--- config.mk ---
export PLATFORM = sky130hd
export DESIGN_NAME = xgrx_top
export DESIGN_NICKNAME = d
export VERILOG_FILES = /design/src/pkg/xgrx_pkg.sv /design/src/pkg/xgrx_lane_if.sv /design/src/core/xgrx_top.sv /design/src/core/xgrx_lane.sv
export VERILOG_INCLUDE_DIRS = /design/src /design/src/pkg
export SDC_FILE = /design/constraint.sdc
export NUM_CORES = 1
export LEC_CHECK = 0
export BUFFER_PORTS_ARGS = -buffer_cell sky130_fd_sc_hd__buf_2
export CORE_ASPECT_RATIO = 0.6
export CORE_MARGIN = 2
export CORE_UTILIZATION = 43
export CTS_BUF_LIST = sky130_fd_sc_hd__clkbuf_2
export DETAILED_ROUTE_END_ITERATION = 10
export GPL_ROUTABILITY_DRIVEN = 0
export PLACE_DENSITY = 0.78
export REMOVE_ABC_BUFFERS = 1
export SYNTH_ARGS = -nofsm -noshare
export SYNTH_HDL_FRONTEND = slang
export SYNTH_SLANG_ARGS = --single-unit
--- constraint.sdc ---
create_clock -name clk_in -period 1.36 [get_ports clk_in]
set_input_delay 0.272 -clock clk_in [delete_from_list [all_inputs] [get_ports clk_in]]
set_output_delay 0.272 -clock clk_in [all_outputs]
set_load 0.02 [all_outputs]
--- src/pkg/xgrx_consts.svh ---
// Constants for the receive parallel output block
`ifndef XGRX_CONSTS_SVH
`define XGRX_CONSTS_SVH

`define XGRX_NUM_LANES 4
`define XGRX_CODE_W    10
`define XGRX_BYTE_W    8
`define XGRX_KFLAG_BIT 8
`define XGRX_ERR_BIT   9
`define XGRX_LANE_A    0
`define XGRX_LANE_B    1
`define XGRX_LANE_C    2
`define XGRX_LANE_D    3
`define XGRX_CLK_LAG   3

`endif

--- src/pkg/xgrx_pkg.sv ---
// Types shared by the receive parallel output block
`include "xgrx_consts.svh"
package xgrx_pkg;
  typedef logic [`XGRX_CODE_W-1:0] xgrx_word_t;
  typedef logic [`XGRX_BYTE_W-1:0] xgrx_byte_t;
endpackage

--- src/pkg/xgrx_lane_if.sv ---
// Signals between the top and one output lane
`timescale 1ns/1ps
interface xgrx_lane_if;
  logic                 clk_level;
  logic                 clk_edge;
  logic                 code_select;
  xgrx_pkg::xgrx_word_t raw_code;
  xgrx_pkg::xgrx_byte_t dec_byte;
  logic                 dec_k;
  logic                 dec_err;
  xgrx_pkg::xgrx_word_t lane_word;
  logic                 lane_clk;

  modport lane
  (
    input  clk_level,
    input  clk_edge,
    input  code_select,
    input  raw_code,
    input  dec_byte,
    input  dec_k,
    input  dec_err,
    output lane_word,
    output lane_clk
  );

  modport top
  (
    output clk_level,
    output clk_edge,
    output code_select,
    output raw_code,
    output dec_byte,
    output dec_k,
    output dec_err,
    input  lane_word,
    input  lane_clk
  );
endinterface

--- src/core/xgrx_top.sv ---
// Receive parallel output port, four lanes, double data rate
`timescale 1ns/1ps
`include "xgrx_consts.svh"
// What this block does
// [RULE1] Lane A's eight data bits hold steady across both edges of lane A's clock.
// [RULE2] With coding off, lane A bit 8 is the raw ninth code bit.
// [RULE3] With coding on, lane A bit 8 is high for a valid K-character.
// [RULE4] With coding off, lane A bit 9 is the raw tenth code bit on both edges.
// [RULE5] With coding on, lane A bit 9 is high on disparity or invalid-code error.
// [RULE6] With lane sync low, lanes B to D follow their own recovered clocks.
// [RULE7] With lane sync high, lanes B to D follow lane A's clock.
// [RULE8] Lanes B to D bit 8 is raw ninth bit or K flag by coding select.
// [RULE9] Lanes B to D bit 9 is raw tenth bit or error flag by coding select.
// [RULE10] With lane sync high, lane A's clock times all four lanes.
// [RULE11] With lane sync high, clock outputs B to D copy lane A's clock.
// [RULE12] The receiver captures all ten bits on both edges and reads bits 8, 9 by coding.
module xgrx_top #(
  parameter int NUM_LANES = `XGRX_NUM_LANES,
  parameter int CLK_LAG   = `XGRX_CLK_LAG
)
(
  input  wire logic                                      clk_in,
  input  wire logic                                      rstn_in,
  input  wire logic [NUM_LANES-1:0]                      rx_recov_clk_in,
  input  wire logic                                      lane_sync_select_in,
  input  wire logic                                      code_select_in,
  input  wire logic [NUM_LANES-1:0][`XGRX_CODE_W-1:0]    rx_code_group_in,
  input  wire logic [NUM_LANES-1:0][`XGRX_BYTE_W-1:0]    rx_dec_byte_in,
  input  wire logic [NUM_LANES-1:0]                      rx_dec_k_in,
  input  wire logic [NUM_LANES-1:0]                      rx_dec_err_in,
  output logic      [`XGRX_BYTE_W-1:0]                   rx_lane_a_bus_out,
  output logic                                           rx_lane_a_bit8_kflag_out,
  output logic                                           rx_lane_a_bit9_errflag_out,
  output logic      [`XGRX_BYTE_W-1:0]                   rx_lane_b_bus_out,
  output logic                                           rx_lane_b_bit8_out,
  output logic                                           rx_lane_b_bit9_out,
  output logic      [`XGRX_BYTE_W-1:0]                   rx_lane_c_bus_out,
  output logic                                           rx_lane_c_bit8_out,
  output logic                                           rx_lane_c_bit9_out,
  output logic      [`XGRX_BYTE_W-1:0]                   rx_lane_d_bus_out,
  output logic                                           rx_lane_d_bit8_out,
  output logic                                           rx_lane_d_bit9_out,
  output logic                                           rx_clk_lane_a_out,
  output logic                                           rx_clk_lane_b_out,
  output logic                                           rx_clk_lane_c_out,
  output logic                                           rx_clk_lane_d_out
);

  // ****************************************
  // Pin synchronisers
  // ****************************************
  logic [NUM_LANES-1:0] clk_meta;
  logic [NUM_LANES-1:0] clk_sync;
  logic                 psel_meta;
  logic                 psel_sync;
  logic                 code_meta;
  logic                 code_sync;
  logic [NUM_LANES-1:0] sel_clk;
  logic [NUM_LANES-1:0] sel_clk_prev;
  logic [NUM_LANES-1:0] sel_edge;

  // Link clocks come from other domains, so two flops before any use
  always_ff @(posedge clk_in)
  begin
    if (!rstn_in)
    begin
      clk_meta <= '0;
      clk_sync <= '0;
    end
    else
    begin
      clk_meta <= rx_recov_clk_in;
      clk_sync <= clk_meta;
    end
  end

  // Select pins are static straps in use, but still cross in as pins
  always_ff @(posedge clk_in)
  begin
    if (!rstn_in)
    begin
      psel_meta <= 1'h0;
      psel_sync <= 1'h0;
      code_meta <= 1'h0;
      code_sync <= 1'h0;
    end
    else
    begin
      psel_meta <= lane_sync_select_in;
      psel_sync <= psel_meta;
      code_meta <= code_select_in;
      code_sync <= code_meta;
    end
  end

  // Last selected level, so either polarity shows as an edge
  always_ff @(posedge clk_in)
  begin
    if (!rstn_in)
    begin
      sel_clk_prev <= '0;
    end
    else
    begin
      sel_clk_prev <= sel_clk;
    end
  end

  // ****************************************
  // Clock selection and edge finding
  // ****************************************
  // A select change can show one extra edge; the partner is expected to
  // change lane sync only while the link is idle.
  assign sel_clk[`XGRX_LANE_A] = clk_sync[`XGRX_LANE_A];

  genvar g;
  generate
    for (g = `XGRX_LANE_B; g < NUM_LANES; g++)
    begin : g_sel
      assign sel_clk[g] = psel_sync ? clk_sync[`XGRX_LANE_A] : clk_sync[g]; // [RULE10] [RULE7] [RULE6]
    end
  endgenerate

  assign sel_edge = sel_clk ^ sel_clk_prev;

  // ****************************************
  // Lanes
  // ****************************************
  xgrx_lane_if lane_if [NUM_LANES] ();

  generate
    for (g = 0; g < NUM_LANES; g++)
    begin : g_lane
      assign lane_if[g].clk_level   = sel_clk[g];
      assign lane_if[g].clk_edge    = sel_edge[g];
      assign lane_if[g].code_select = code_sync;
      assign lane_if[g].raw_code    = rx_code_group_in[g];
      assign lane_if[g].dec_byte    = rx_dec_byte_in[g];
      assign lane_if[g].dec_k       = rx_dec_k_in[g];
      assign lane_if[g].dec_err     = rx_dec_err_in[g];

      xgrx_lane #(
        .CLK_LAG (CLK_LAG)
      ) u_lane (
        .clk_in  (clk_in),
        .rstn_in (rstn_in),
        .lif     (lane_if[g])
      );
    end
  endgenerate

  // ****************************************
  // Pin mapping, all straight from lane flops
  // ****************************************
  assign rx_lane_a_bus_out          = lane_if[`XGRX_LANE_A].lane_word[`XGRX_BYTE_W-1:0];
  assign rx_lane_a_bit8_kflag_out   = lane_if[`XGRX_LANE_A].lane_word[`XGRX_KFLAG_BIT];
  assign rx_lane_a_bit9_errflag_out = lane_if[`XGRX_LANE_A].lane_word[`XGRX_ERR_BIT];
  assign rx_lane_b_bus_out          = lane_if[`XGRX_LANE_B].lane_word[`XGRX_BYTE_W-1:0];
  assign rx_lane_b_bit8_out         = lane_if[`XGRX_LANE_B].lane_word[`XGRX_KFLAG_BIT];
  assign rx_lane_b_bit9_out         = lane_if[`XGRX_LANE_B].lane_word[`XGRX_ERR_BIT];
  assign rx_lane_c_bus_out          = lane_if[`XGRX_LANE_C].lane_word[`XGRX_BYTE_W-1:0];
  assign rx_lane_c_bit8_out         = lane_if[`XGRX_LANE_C].lane_word[`XGRX_KFLAG_BIT];
  assign rx_lane_c_bit9_out         = lane_if[`XGRX_LANE_C].lane_word[`XGRX_ERR_BIT];
  assign rx_lane_d_bus_out          = lane_if[`XGRX_LANE_D].lane_word[`XGRX_BYTE_W-1:0];
  assign rx_lane_d_bit8_out         = lane_if[`XGRX_LANE_D].lane_word[`XGRX_KFLAG_BIT];
  assign rx_lane_d_bit9_out         = lane_if[`XGRX_LANE_D].lane_word[`XGRX_ERR_BIT];
  assign rx_clk_lane_a_out          = lane_if[`XGRX_LANE_A].lane_clk;
  assign rx_clk_lane_b_out          = lane_if[`XGRX_LANE_B].lane_clk;
  assign rx_clk_lane_c_out          = lane_if[`XGRX_LANE_C].lane_clk;
  assign rx_clk_lane_d_out          = lane_if[`XGRX_LANE_D].lane_clk;

endmodule

--- src/core/xgrx_lane.sv ---
// One receive lane: word select, edge-timed capture and clock regeneration
`timescale 1ns/1ps
`include "xgrx_consts.svh"
module xgrx_lane #(
  parameter int CLK_LAG = `XGRX_CLK_LAG
)
(
  input  wire logic   clk_in,
  input  wire logic   rstn_in,
  xgrx_lane_if.lane   lif
);

  // ****************************************
  // Word selection
  // ****************************************
  xgrx_pkg::xgrx_word_t coded_word;
  xgrx_pkg::xgrx_word_t next_word;
  xgrx_pkg::xgrx_word_t word;
  logic [CLK_LAG-1:0]   clk_pipe;

  assign coded_word = {lif.dec_err, lif.dec_k, lif.dec_byte}; // [RULE3] [RULE5] [RULE8] [RULE9]
  assign next_word  = lif.code_select ? coded_word : lif.raw_code; // [RULE2] [RULE4]

  // ****************************************
  // Capture and clock out
  // ****************************************
  // Clock out lags the data change so each edge lands mid-window
  always_ff @(posedge clk_in)
  begin
    if (!rstn_in)
    begin
      word     <= '0;
      clk_pipe <= '0;
    end
    else
    begin
      if (lif.clk_edge)
      begin
        word <= next_word; // [RULE1] [RULE6] [RULE7]
      end
      clk_pipe <= {clk_pipe[CLK_LAG-2:0], lif.clk_level};
    end
  end

  assign lif.lane_word = word;
  assign lif.lane_clk  = clk_pipe[CLK_LAG-1]; // [RULE11]

endmodule

-- After elaboration in Yosys (flattened, before gate mapping)
Index checks and enable logic that the tools add are counted.
- bitwise gates (word level): 1
- mux-type cells: 7
- operators with widths (kind ; number):
    two-way mux 10 bit ; 4
    bitwise XOR 4 bit ; 1
    two-way mux 1 bit ; 3
- output and inout bits: 44
- input port bits: 88
- register bits: 68

-- Logic depth before layout (Yosys ltp)
- word-level depth: 2
- gate-level depth with buffers: 5
- mapped depth without buffers: 3

-- Cells and area by module
Synthesis repeated with hierarchy kept, for this count alone.
- cells, all modules: 243
- area total of the unflattened synthesis: 2517.4 sq um
- modules (own cells, without submodules) (module ; times used ; seq. area each (sq um) ; area each (sq um) ; cells an instance):
    xgrx_lane ; 4 ; 260.2 ; 504.2 ; 50
    xgrx_top ; 1 ; 320.3 ; 500.5 ; 43

-- Worst setup path before layout
Ideal clock, no wire load.
- path kind: register -> register
- start: register psel_sync
- end: register g_lane[1].u_lane.word[0]
- stages on the path, launching flop included: 4
- clock period less this slack: 1.471 ns
- path slack: -0.111 ns
- arrival time: 1.399 ns
- path buffers: 0
- path through: dfxtp_1 mux2i_4 xor2_4 mux2i_1
- cells in the longest elaborated chain, start to end: 2
- RTL lines (what ; RTL line ; text):
    start: declaration ; xgrx_top.sv:55 ; logic psel_sync;
    start signal: assignment ; xgrx_top.sv:90 ; psel_sync <= psel_meta;
    two-way mux 1 bit ; xgrx_top.sv:120 ; assign sel_clk[g] = psel_sync ? clk_sync[`XGRX_LANE_A] : clk_sync[g];
    bitwise XOR 4 bit ; xgrx_top.sv:124 ; assign sel_edge = sel_clk ^ sel_clk_prev;
    end signal: assignment ; xgrx_lane.sv:39 ; word <= next_word;
    end: declaration ; xgrx_lane.sv:18 ; xgrx_pkg::xgrx_word_t word;
No other way between the ends.
A chain may end at the register's enable or synchronous reset.

-- Final worst setup path
- start: register psel_sync
- end: register g_lane[2].u_lane.word[6]
- cells in the longest elaborated chain, start to end: 2
- RTL lines (what ; RTL line):
    two-way mux 1 bit ; xgrx_top.sv:120
    bitwise XOR 4 bit ; xgrx_top.sv:124
    end signal: assignment ; xgrx_lane.sv:39
    end: declaration ; xgrx_lane.sv:18
No other way between the ends.

==> metrics.md <==
| Metric | Value |
|---|---|
| Ant. Diodes | `0` |
| Crit-path max cell delay | `370 ps` |
| Post-route minimum period | `1380 ps` |
| Buf+Inv Stages, Crit Path | `2` |
| Sw power | `1.04 mW` |
| Vias in the first global route | `2141` |
| Total global routing track utilization | `16.8%` |
| WL final | `5940 µm` |
| WS Path Type | `reg -> reg` |
| Setup violations, final | `2` |
| Clk pwr share | `27.4%` |
| Worst r2r src | `psel_sync$_SDFF_PN0_` |
| Internal Pwr Total | `2.82 mW` |
| Reg power frac | `53.0%` |
| Tightest Pin Transition | `365 ps` |
| Placed Area | `3630 µm²` |
| CP max FO | `10` |
| Drt first pass iters | `6` |
| Number of distinct library cells after synthesis | `15` |
| #FFs+latches synth | `64` |
| CTS Buf Count | `9` |
| CP cell instances | `buf_12 > mux2i_4 > xor2_4 > buf_12 > mux2i_1` |
| Largest net degree at the start of global routing | `95` |
| Power Dens Cells | `982 nW/µm²` |
| GRT Residual Overflow | `0` |
| Largest cells by area after synthesis | `dfxtp_1 (45%), mux2i_1 (14%), mux2_2 (12%)` |
| Post-route ant nets | `0` |
| Ratio of final minimum period to clock period | `102%` |
| Setup ws final | `-24.9 ps` |
| Clk_lat worst skew | `460 ps` |
| CP startpoint kind | `flop` |
| Synth top area share | `45.3%` |
| Area growth from synthesis to layout | `39.0%` |
| CP Data Required Time | `1750 ps` |
| Slew headroom | `75.7%` |
| Endpoint class of the critical path | `flop` |
| Chip Width | `109 µm` |
| Max-slew violation count | `0` |
| Mapped cell area | `2830 µm²` |
| Post-synthesis cell count | `262` |
| Average cell area after synthesis | `10.8 µm²` |
| # clock sinks | `64` |
| Vias per cell | `4.56` |
| Hold Vio Cnt, Final | `0` |
| Critical path arrival | `1770 ps` |
| Crit. Startpoint | `psel_sync$_SDFF_PN0_` |
| Hold Path Class | `in -> reg` |
| Critical path's most frequent cell | `buf_12` |
| CTS tree | `yes` |
| Drt initial violations | `69` |
| HPWL after DPL | `4140 µm` |
| Maximum VDD drop | `0.574 mV` |
| Syn. warnings | `0` |
| Reg clk slew, reported paths | `170 ps` |
| Cell taking the most area after synthesis | `dfxtp_1` |
| Starting Density | `45.5%` |
| CORE AREA | `6220 µm²` |
| First-pass GRT wire length | `9250 µm` |
| RSZ-0062 raised after global routing | `yes` |
| Wire length per cell | `12.0 µm` |
| Area of the die | `7260 µm²` |
| Final net count | `496` |
| IO Count | `132` |
| CTS root buf | `clkbuf_2` |
| Ratio of cells with drive above 1 in the final layout | `57.4%` |
| Hold_ws | `135 ps` |
| Chip Height | `66.8 µm` |
| Final instance area | `3930 µm²` |
| Initial antenna violation count | `0` |
| DR DRC count | `0` |
| Pre-CTS setup slack | `-19.7 ps` |
| Buffers on Ports | `131` |
| Fmax | `722 MHz` |
| Run status | `complete, but fails checks` |
| Clock skew | `14.3 ps` |
| Hold path start | `rx_code_group_in[6]` |
| Via count | `2268` |
| Clock Tree Buf Depth | `2` |
| Switching share of total power | `26.9%` |
| Failing checks | `setup timing` |
| Total of max-cap violations | `0` |
| Comb power frac | `19.5%` |
| Setup TNS | `-48.3 ps` |
| Slowest cell on the critical path | `dfxtp_2` |
| Number of cell rows | `22` |
| Seq/Total Area, Yosys | `45.3%` |
| H-tree Lvls | `3` |
| Core Util, Final | `63.2%` |
| Crit-path leading delay family | `multiplexers` |
| Leak | `2.06 nW` |
final timing paths:
kind | to | slack [ps] | cells after the start
worst min-delay path | g_lane[0].u_lane.lif.lane_word[6]$_SDFFE_PN0P_ | 130 | 4
worst min register to register | psel_sync$_SDFF_PN0_ | 450 | 1
worst max-delay path | g_lane[2].u_lane.lif.lane_word[6]$_SDFFE_PN0P_ | -20 | 5
worst max register to register | g_lane[2].u_lane.lif.lane_word[6]$_SDFFE_PN0P_ | -20 | 5
through the flow:
stage / power, mW / cells
6_report: 3.86 / 497
5_1_grt: 4.07 / 497
4_1_cts: 3.87 / 492
3_5_place_dp: 2.78 / 469
3_3_place_gp: 2.76 / 469
2_1_floorplan: 2.44 / 245
worst reg2reg max path: stages, from the launching register on:
cell,delay (ps)
dfxtp_2,370
buf_12,120
mux2i_4,280
xor2_4,180
buf_12,160
mux2i_1,200
timing repair:
action                                 4_1_cts  5_1_grt
hold buffers                                 6        0
setup endpoints to repair                   30       78
setup buffers                                1        5
endpoints found under the hold margin        6        0
gates resized for setup                      1       54
synthesized netlist by cell type, drive strengths merged:
library cell and n:
dlygate4sd1 3, and2b 3, mux2 30, mux2i 43
nand2 70, clkbuf 5, buf 9, o211a 10
and2 21, dfxtp 64, xor2 4
power groups by stage:
stage / Clock [mW] / Sequential, mW / Combinational (mW)
global placement: 0 / 2.07 / 0.689
floorplan: 0 / 2.18 / 0.264
finish: 1.06 / 2.05 / 0.754
detailed placement: 0 / 2.07 / 0.707
CTS: 1.11 / 2.03 / 0.725
global route: 1.19 / 2.06 / 0.817
cell type report:
class	instances	area, µm²
fill	530	2290
multi-input combinational	181	1420
sequential	64	1330
timing repair buffer	152	975
tap	84	105
clock buffer	11	55.1
clock inverter	5	47.5
state kept, by name (all words and copies together), names as in the netlist:
name and count:
code_meta 1, sel_clk_prev 3, psel_sync 1, g_lane.u_lane.lif.lane_word 40, psel_meta 1, clk_meta 4, clk_sync 4, g_lane.u_lane.clk_pipe 9
code_sync 1
metal layers:
| layer | part of all wire [%] | GRT usage, % |
|---|---|---|
| met1 | 46 | 18.2 |
| met4 | 1.3 | 6.57 |
| met5 | 0 | 0 |
| met3 | 9.8 | 7.24 |
| met2 | 43 | 29.4 |
kinds of logic (layout without fill, tap and decap cells):
family          count (synthesis)  count (layout)  synth area share, %
compound gates                 10              10                 3.54
mux                            73              73                 28.5
xor+xnor                        4               4                 3.23
simple gates                   94              94                 14.9
buf+inv                        17             168                 4.56
flops                          64              64                 45.3
cells in the final DEF (no fill, tap or decap), types with 2 or more instances in the layout:
cell type,count
and2b_2,3
dfxtp_1,27
mux2_2,30
mux2i_4,3
clkinv_2,2
clkinv_1,2
nand2_1,70
xor2_4,3
buf_12,8
clkbuf_2,11
buf_2,114
buf_4,23
dfxtp_2,37
mux2i_1,39
dlygate4sd3_1,6
and2_1,21
o211a_1,10
No activity file was read; power rests on OpenSTA's default activity.
